===== src/rtl/timer2_map.vh =====
// register map, field positions and reset values of the second card timer
`ifndef TIMER2_MAP_VH
`define TIMER2_MAP_VH

// byte offsets on the register bus
`define ALT_CTRL_OFS 8'h08
`define TMR2_CTRL_OFS 8'h30
`define TMR2_STAT_OFS 8'h34
`define ETU_DIV_OFS 8'h38

// timer2_control fields
`define MODE_MSB 27
`define MODE_LSB 24
`define COUNT_MSB 7
`define COUNT_LSB 0

// alternate_control_register fields
`define RUN_EN_BIT 0
`define IRQ_FLAG_BIT 1
`define UPD_ANY_BIT 2

// status register fields
`define STAT_ARMED_BIT 8
`define STAT_COUNT_BIT 9

// operation mode encodings
`define MODE_ON_ENABLE 4'h0
`define MODE_ANY_START 4'h1
`define MODE_RX_START 4'h2
`define MODE_RELOAD 4'h4

// reset values
`define TMR2_CTRL_RST 32'h00000000
`define ALT_CTRL_RST 3'h0
`define ETU_DIV_RST 12'h010

`endif


===== src/rtl/smart_card_timer2.v =====
// second 8-bit card-link down counter with mode control and avalon slave
//
// Functional notes
// - A 4-bit mode selector sits in bits 27:24 of timer2_control, 31:28 reserved.
// - Mode 0000 starts counting as soon as the run enable bit is set.
// - Each timeout lasts the programmed count plus one time unit.
// - Mode 0000 at zero sets the irq flag and clears the run enable.
// - Mode 0001 waits after enable for the first start bit in either direction.
// - Mode 0001 at zero sets the irq flag and clears the run enable.
// - Mode 0010 starts on the first received start bit, then ends like 0001.
// - Mode 0100 starts on enable, at zero flags, reloads and keeps counting.
// - The 8-bit reload count sits in bits 7:0 of timer2_control.
// - With update-anytime set, reload mode takes a new count at each zero.
`timescale 1ns/10ps
`include "timer2_map.vh"
module smart_card_timer2 #(
    parameter DIV_W = 12
) (
    input wire clk_i,
    input wire nrst_i,
    input wire [7:0] avs_address_i,
    input wire avs_read_i,
    input wire avs_write_i,
    input wire [31:0] avs_writedata_i,
    input wire [3:0] avs_byteenable_i,
    output reg [31:0] avs_readdata_o,
    output reg avs_waitrequest_o,
    input wire rx_start_i,
    input wire tx_start_i,
    output reg timeout_o,
    output reg running_o
);

    // ==========================================================
    // state codes, one-hot
    localparam [2:0] ST_IDLE = 3'b001;
    localparam [2:0] ST_ARMED = 3'b010;
    localparam [2:0] ST_COUNT = 3'b100;

    // reset words, sliced per field so no bits are dropped silently
    localparam [31:0] CTRL_RST = `TMR2_CTRL_RST;
    localparam [2:0] ALT_RST = `ALT_CTRL_RST;

    reg [3:0] op_mode_r;
    reg [7:0] reload_count_r;
    reg second_timer_run_enable_r;
    reg second_timer_irq_flag_r;
    reg second_timer_update_anytime_r;
    reg [DIV_W-1:0] etu_div_r;
    reg [2:0] state_r;
    reg [2:0] state_nxt;
    reg [7:0] down_cnt_r;
    reg [7:0] down_cnt_nxt;
    reg [7:0] latched_count_r;
    reg [7:0] latched_count_nxt;
    reg hw_clear_en;
    reg hw_set_flag;
    reg load_now;
    reg [31:0] rd_mux;

    wire etu_tick;
    wire bus_req;
    wire bus_take;
    wire wr_take;
    wire wr_alt;
    wire wr_ctrl;
    wire wr_div;
    wire start_seen;
    wire mode_known;
    wire mode_waits;
    wire en_rise;

    // ==========================================================
    // avalon handshake
    // one wait cycle per access, so read data comes from a flop
    assign bus_req = avs_read_i | avs_write_i;
    assign bus_take = bus_req & ~avs_waitrequest_o;
    assign wr_take = avs_write_i & ~avs_waitrequest_o;
    assign wr_alt = wr_take & (avs_address_i == `ALT_CTRL_OFS);
    assign wr_ctrl = wr_take & (avs_address_i == `TMR2_CTRL_OFS);
    assign wr_div = wr_take & (avs_address_i == `ETU_DIV_OFS);

    // waitrequest drops for exactly one cycle per request
    always @(posedge clk_i or negedge nrst_i)
    begin
        if (!nrst_i)
        begin
            avs_waitrequest_o <= 1'b1;
        end
        else if (bus_req & avs_waitrequest_o)
        begin
            avs_waitrequest_o <= 1'b0;
        end
        else
        begin
            avs_waitrequest_o <= 1'b1;
        end
    end

    // read mux; unmapped offsets read as zero
    always @*
    begin
        rd_mux = 32'h00000000;
        case (avs_address_i)
            `ALT_CTRL_OFS:
            begin
                rd_mux[`RUN_EN_BIT] = second_timer_run_enable_r;
                rd_mux[`IRQ_FLAG_BIT] = second_timer_irq_flag_r;
                rd_mux[`UPD_ANY_BIT] = second_timer_update_anytime_r;
            end
            `TMR2_CTRL_OFS:
            begin
                rd_mux[`MODE_MSB:`MODE_LSB] = op_mode_r;
                rd_mux[`COUNT_MSB:`COUNT_LSB] = reload_count_r;
            end
            `TMR2_STAT_OFS:
            begin
                rd_mux[7:0] = down_cnt_r;
                rd_mux[`STAT_ARMED_BIT] = state_r[1];
                rd_mux[`STAT_COUNT_BIT] = state_r[2];
            end
            `ETU_DIV_OFS:
            begin
                rd_mux[DIV_W-1:0] = etu_div_r;
            end
            default:
            begin
                rd_mux = 32'h00000000;
            end
        endcase
    end

    // read data captured in the wait cycle, stands at the taking edge
    always @(posedge clk_i or negedge nrst_i)
    begin
        if (!nrst_i)
        begin
            avs_readdata_o <= 32'h00000000;
        end
        else if (avs_read_i & avs_waitrequest_o)
        begin
            avs_readdata_o <= rd_mux;
        end
    end

    // ==========================================================
    // software registers
    // mode and count fields, byte-lane gated
    always @(posedge clk_i or negedge nrst_i)
    begin
        if (!nrst_i)
        begin
            op_mode_r <= CTRL_RST[`MODE_MSB:`MODE_LSB];
            reload_count_r <= CTRL_RST[`COUNT_MSB:`COUNT_LSB];
        end
        else if (wr_ctrl)
        begin
            if (avs_byteenable_i[3])
            begin
                op_mode_r <= avs_writedata_i[`MODE_MSB:`MODE_LSB];
            end
            if (avs_byteenable_i[0])
            begin
                reload_count_r <= avs_writedata_i[`COUNT_MSB:`COUNT_LSB];
            end
        end
    end

    // alternate control: hardware clear of enable loses to a software write
    // so a restart written at expiry is not swallowed
    always @(posedge clk_i or negedge nrst_i)
    begin
        if (!nrst_i)
        begin
            second_timer_run_enable_r <= ALT_RST[`RUN_EN_BIT];
            second_timer_update_anytime_r <= ALT_RST[`UPD_ANY_BIT];
        end
        else if (wr_alt & avs_byteenable_i[0])
        begin
            second_timer_run_enable_r <= avs_writedata_i[`RUN_EN_BIT];
            second_timer_update_anytime_r <= avs_writedata_i[`UPD_ANY_BIT];
        end
        else if (hw_clear_en)
        begin
            second_timer_run_enable_r <= 1'b0;
        end
    end

    // irq flag: write one to clear, a set in the same cycle wins
    always @(posedge clk_i or negedge nrst_i)
    begin
        if (!nrst_i)
        begin
            second_timer_irq_flag_r <= ALT_RST[`IRQ_FLAG_BIT];
        end
        else if (hw_set_flag)
        begin
            second_timer_irq_flag_r <= 1'b1;
        end
        else if (wr_alt & avs_byteenable_i[0] &
                 avs_writedata_i[`IRQ_FLAG_BIT])
        begin
            second_timer_irq_flag_r <= 1'b0;
        end
    end

    // time unit divisor, low two byte lanes
    always @(posedge clk_i or negedge nrst_i)
    begin
        if (!nrst_i)
        begin
            etu_div_r <= `ETU_DIV_RST;
        end
        else if (wr_div)
        begin
            if (avs_byteenable_i[0])
            begin
                etu_div_r[7:0] <= avs_writedata_i[7:0];
            end
            if (avs_byteenable_i[1])
            begin
                etu_div_r[DIV_W-1:8] <= avs_writedata_i[DIV_W-1:8];
            end
        end
    end

    // ==========================================================
    // time unit tick, realigned whenever the counter starts, not at a reload
    etu_tick_gen #(
        .DIV_W(DIV_W)
    ) u_tick (
        .clk_i(clk_i),
        .nrst_i(nrst_i),
        .restart_i(load_now),
        .divisor_i(etu_div_r),
        .tick_o(etu_tick)
    );

    // ==========================================================
    // mode decode
    // unlisted modes never start, the counter just stays idle
    assign mode_known = (op_mode_r == `MODE_ON_ENABLE) |
                        (op_mode_r == `MODE_ANY_START) |
                        (op_mode_r == `MODE_RX_START) |
                        (op_mode_r == `MODE_RELOAD);
    assign mode_waits = (op_mode_r == `MODE_ANY_START) |
                        (op_mode_r == `MODE_RX_START);
    // rx-only mode ignores transmit start bits
    assign start_seen = (op_mode_r == `MODE_RX_START) ? rx_start_i :
                        (rx_start_i | tx_start_i);
    assign en_rise = second_timer_run_enable_r & (state_r == ST_IDLE);

    // ==========================================================
    // counter sequencer
    always @*
    begin
        state_nxt = state_r;
        down_cnt_nxt = down_cnt_r;
        latched_count_nxt = latched_count_r;
        hw_clear_en = 1'b0;
        hw_set_flag = 1'b0;
        load_now = 1'b0;
        // update-anytime lets a new count reach the next reload
        if (second_timer_update_anytime_r)
        begin
            latched_count_nxt = reload_count_r;
        end
        case (state_r)
            ST_IDLE:
            begin
                if (en_rise & mode_known)
                begin
                    latched_count_nxt = reload_count_r;
                    if (mode_waits)
                    begin
                        state_nxt = ST_ARMED;
                    end
                    else
                    begin
                        state_nxt = ST_COUNT;
                        down_cnt_nxt = reload_count_r;
                        load_now = 1'b1;
                    end
                end
            end
            ST_ARMED:
            begin
                if (!second_timer_run_enable_r)
                begin
                    state_nxt = ST_IDLE;
                end
                else if (start_seen)
                begin
                    state_nxt = ST_COUNT;
                    down_cnt_nxt = latched_count_r;
                    load_now = 1'b1;
                end
            end
            ST_COUNT:
            begin
                if (!second_timer_run_enable_r)
                begin
                    state_nxt = ST_IDLE;
                end
                else if (etu_tick)
                begin
                    // zero is held one unit, giving count plus one units
                    if (down_cnt_r == 8'h00)
                    begin
                        hw_set_flag = 1'b1;
                        if (op_mode_r == `MODE_RELOAD)
                        begin
                            down_cnt_nxt = latched_count_nxt;
                        end
                        else
                        begin
                            hw_clear_en = 1'b1;
                            state_nxt = ST_IDLE;
                        end
                    end
                    else
                    begin
                        down_cnt_nxt = down_cnt_r - 8'h01;
                    end
                end
            end
            default:
            begin
                state_nxt = ST_IDLE;
            end
        endcase
    end

    // sequencer flops and registered outputs
    always @(posedge clk_i or negedge nrst_i)
    begin
        if (!nrst_i)
        begin
            state_r <= ST_IDLE;
            down_cnt_r <= 8'h00;
            latched_count_r <= 8'h00;
            timeout_o <= 1'b0;
            running_o <= 1'b0;
        end
        else
        begin
            state_r <= state_nxt;
            down_cnt_r <= down_cnt_nxt;
            latched_count_r <= latched_count_nxt;
            timeout_o <= hw_set_flag;
            running_o <= (state_nxt == ST_COUNT);
        end
    end

endmodule


===== src/rtl/etu_tick_gen.v =====
// elementary time unit divider producing a one-cycle tick enable
`timescale 1ns/10ps
module etu_tick_gen #(
    parameter DIV_W = 12
) (
    input wire clk_i,
    input wire nrst_i,
    input wire restart_i,
    input wire [DIV_W-1:0] divisor_i,
    output reg tick_o
);

    reg [DIV_W-1:0] div_cnt_r;

    // ==========================================================
    // divider: one tick every divisor_i+1 clocks
    // restart aligns the first unit to a full length
    always @(posedge clk_i or negedge nrst_i)
    begin
        if (!nrst_i)
        begin
            div_cnt_r <= {DIV_W{1'b0}};
            tick_o <= 1'b0;
        end
        else if (restart_i)
        begin
            div_cnt_r <= divisor_i;
            tick_o <= 1'b0;
        end
        else if (div_cnt_r == {DIV_W{1'b0}})
        begin
            div_cnt_r <= divisor_i;
            tick_o <= 1'b1;
        end
        else
        begin
            div_cnt_r <= div_cnt_r - {{(DIV_W-1){1'b0}}, 1'b1};
            tick_o <= 1'b0;
        end
    end

endmodule


===== config.mk =====
export PLATFORM = sky130hd
export DESIGN_NAME = smart_card_timer2
export DESIGN_NICKNAME = d
export VERILOG_FILES = /design/src/rtl/smart_card_timer2.v /design/src/rtl/etu_tick_gen.v
export VERILOG_INCLUDE_DIRS = /design/src /design/src/rtl
export SDC_FILE = /design/constraint.sdc
export NUM_CORES = 1
export LEC_CHECK = 0
export BUFFER_PORTS_ARGS = -buffer_cell sky130_fd_sc_hd__buf_2
export CORE_MARGIN = 3
export CORE_UTILIZATION = 24
export CTS_CLUSTER_SIZE = 24
export DETAILED_ROUTE_END_ITERATION = 12
export MAX_ROUTING_LAYER = met4
export SYNTH_ARGS = -nofsm -noshare
export SYNTH_HDL_FRONTEND = slang
export SYNTH_SLANG_ARGS = --single-unit

===== constraint.sdc =====
create_clock -name clk_i -period 2.5 [get_ports clk_i]
set_input_delay 0.5 -clock clk_i [delete_from_list [all_inputs] [get_ports clk_i]]
set_output_delay 0.5 -clock clk_i [all_outputs]
set_load 0.01 [all_outputs]

==> results.json <==
{
  "outcome": "completed",
  "worst-setup-path-type": "register to register",
  "cts.sinks": 78,
  "viasPerCell": 4.83,
  "min_path_type": "input pin to asynchronous set/reset pin",
  "clock_power_share_pct": 42.1,
  "rsz0062_at_grt": "false",
  "firstDrtPassIters": 4,
  "switching_share_pct": 26.5,
  "dp_slack_ns": 0.0450,
  "dp_hpwl_mm": 8.38,
  "ctsHtreeMaxLevel": 3,
  "syn_area_per_cell_um2": 10.6,
  "cts-resized-gates": 0,
  "cp-startpoint": "down_cnt_r[4]",
  "port-buffer-count": 51,
  "vdd_drop_max_mv": 0.312,
  "worst_ep_required_time_ns": 2.72,
  "endpoint_kind": "register",
  "ys_warn_count": 0,
  "report.final.slew_viol_count": 0,
  "grt_overflow": 0,
  "grt_start_max_net_pins": 47,
  "period_share_pct": 87.8,
  "root_buffer": "clkbuf_16",
  "rows": 47,
  "pwr-share-seq_pct": 44.2,
  "fin_util_pct": 30.0,
  "dr_total_vias": 3288,
  "r2r_end": "down_cnt_r[4]",
  "regToRegSetupSlack_ns": 0.30,
  "fmax_mhz": 455,
  "postSynthCellCount": 398,
  "leakagePower_uw": 0.00230,
  "critPathMaxFanout": 8,
  "p_int_uw": 2480,
  "grt_antenna_before_repair": 0,
  "critPathLaunchType": "register",
  "drc_errors": 0,
  "nFillCells": 1742,
  "postRouteAntennaNets": 0,
  "final-hold-violation-count": 0,
  "core_um2": 16900,
  "syn_to_final_growth_pct": 20.3,
  "fin_ws_ns": 0.304,
  "grt_use_total_pct": 11.9,
  "power_uw": 3370,
  "min_period_ns": 2.20,
  "reg2regPathDepth": 5,
  "setup.worst_path.end": "down_cnt_r[4]",
  "wl_per_cell_um": 16.0,
  "grt_pass1_wl_mm": 17.8,
  "clock_path_buffers": 2,
  "clk_pin_slew_worst_paths_ns": 0.06,
  "place.gp.congestion": 0.883,
  "comb_power_share_pct": 13.7,
  "async_flop_share_pct": 100,
  "power_density_nw_per_um2": 667,
  "initial_core_util_pct": 24.9,
  "die_area_um2": 19100,
  "synthFlopType": "dfrtp_1",
  "synth-edff-count": 0,
  "post_cts_buffers": 0,
  "ctsHoldBuffers": 0,
  "fin_cells": 681,
  "die_height_um": 138,
  "nets": 510,
  "dp.cells": 665,
  "worstPathArrival_ns": 2.41,
  "clock_latency_ns": 0.33,
  "yosysSeqAreaShare_pct": 46.5,
  "worst-slew-pin-transition_ns": 0.630,
  "drt-total-wl_mm": 10.9,
  "cts_tree": "done",
  "drive_gt1_share_pct": 31.5,
  "diodes": 0,
  "worst_clock_skew_ns": 0.00621,
  "cap_violations": 0,
  "initialDrtViolationCount": 222,
  "r2r-start": "down_cnt_r[4]",
  "die_w_um": 138,
  "ios": 85,
  "slew_headroom_pct": 56.9,
  "ys_ff_latch": 78,
  "synth.distinct_cells": 56,
  "numCtsBuffers": 9,
  "netlist_area_um2": 4200,
  "grt_pass1_vias": 3206,
  "tns_ns": 0,
  "power.net_switching_uw": 894,
  "setup_viol": 0
}
metrics by stage:
step                      hold WS, ns  instance area, um2
after floorplan                 0.204                4260
after global placement          0.464                4730
after detailed placement        0.469                4730
after CTS                       0.117                5060
after global routing            0.139                5060
final                           0.113                5060
kinds of logic after synthesis:
group	synth area share, %
simple gates	13.9
compound gates	16.3
flops	46.5
mux	14.1
buf+inv	5.15
xor+xnor	2.71
fa+ha+maj	1.19
other cells	0.0892
area by class of cell:
| class | count | area (um2) | area share, % |
|---|---|---|---|
| Multi-Input combinational cell | 295 | 2090 | 41.3 |
| Sequential cell | 78 | 1960 | 38.7 |
| Timing Repair Buffer | 65 | 388 | 7.67 |
| Tap cell | 220 | 275 | 5.44 |
| Clock buffer | 11 | 243 | 4.80 |
| Clock inverter | 5 | 82.6 | 1.63 |
| Inverter | 7 | 26.3 | 0.520 |
power by group through the flow:
stage	clock, uW	sequential (uW)	combinational (uW)
final	1420	1490	463
after global routing	1500	1510	533
after CTS	1450	1490	468
after detailed placement	0	1510	464
after global placement	0	1510	450
after floorplan	0	1480	339
critical path, stage by stage, from the launching register on:
cell	delay (ns)
dfrtp_1	0.47
nor4_1	0.44
and3_1	0.27
a21boi_0	0.11
o21ai_2	0.39
mux2_2	0.39
how the worst min path moves through the flow:
| stage | from | endpoint | slack (ns) | depth (start not counted) |
|---|---|---|---|---|
| 6_report | nrst_i | etu_div_r[11] | 0.11 | 1 |
| 5_1_grt | nrst_i | etu_div_r[11] | 0.14 | 1 |
| 4_1_cts | nrst_i | etu_div_r[11] | 0.12 | 1 |
| 3_5_place_dp | second_timer_irq_flag_r | second_timer_irq_flag_r | 0.47 | 1 |
| 3_3_place_gp | second_timer_irq_flag_r | second_timer_irq_flag_r | 0.46 | 1 |
| 2_1_floorplan | nrst_i | avs_readdata_o[0] | 0.20 | 0 |
layer usage:
metal	global-route usage [%]	share of wire, %	up-vias
met2	17.4	45	101
met1	16.4	49	1627
met4	3.28	1.1	0
met5	-	0	-
met3	2.83	5.2	11
li1	-	-	1549
registers in the layout, indices dropped and copies added, names as in the netlist:
| register | flops |
|---|---|
| avs_readdata_o | 16 |
| u_tick.tick_o | 1 |
| down_cnt_r | 8 |
| u_tick.div_cnt_r | 12 |
| reload_count_r | 8 |
| second_timer_run_enable_r | 1 |
| state_r | 3 |
| running_o | 1 |
| etu_div_r | 12 |
| latched_count_r | 8 |
| timeout_o | 1 |
| op_mode_r | 4 |
| avs_waitrequest_o | 1 |
| second_timer_irq_flag_r | 1 |
| second_timer_update_anytime_r | 1 |
cell usage after synthesis (2+ instances only):
cell       n  area share (%)
inv_1      7            0.63
a211oi_1   2            0.36
nor4_1     2            0.30
and4_1     3            0.63
a22o_1    19             4.0
o22ai_1    6            0.89
clkbuf_1  11            0.98
nor3b_1    2            0.36
a31o_2     3            0.63
and3_1     2            0.30
mux2_2    51              14
buf_2      5            0.60
buf_4     16             2.9
mux2i_1    2            0.48
nor2_1    16             1.4
nand2_1   45             4.0
nor3_1    10             1.2
nand3_1    6            0.71
nor4b_1    4            0.83
dfrtp_1   75              45
dfstp_2    3             1.9
a21o_1     2            0.36
nor2b_1    5            0.74
xor2_1     8             1.7
and2_1     2            0.30
a21oi_1    4            0.48
nand4_1    3            0.45
a21boi_0   4            0.71
o21ai_0   31             3.7
xnor2_1    5             1.0
a22oi_1   15             2.7
ha_1       4             1.2
a211o_1    2            0.42
cells in the final DEF (no fill, tap or decap), types with 7 or more instances in the layout:
cell        n
dfrtp_1    75
mux2_2     51
xor2_1      8
nand2_1    45
nor3_1     10
clkbuf_16   9
conb_1     16
nor2_1     16
buf_4      13
a22o_1     19
a22oi_1    15
o21ai_0    31
inv_1       7
buf_2      50
Note: power is estimated with default switching activity, not from simulation.
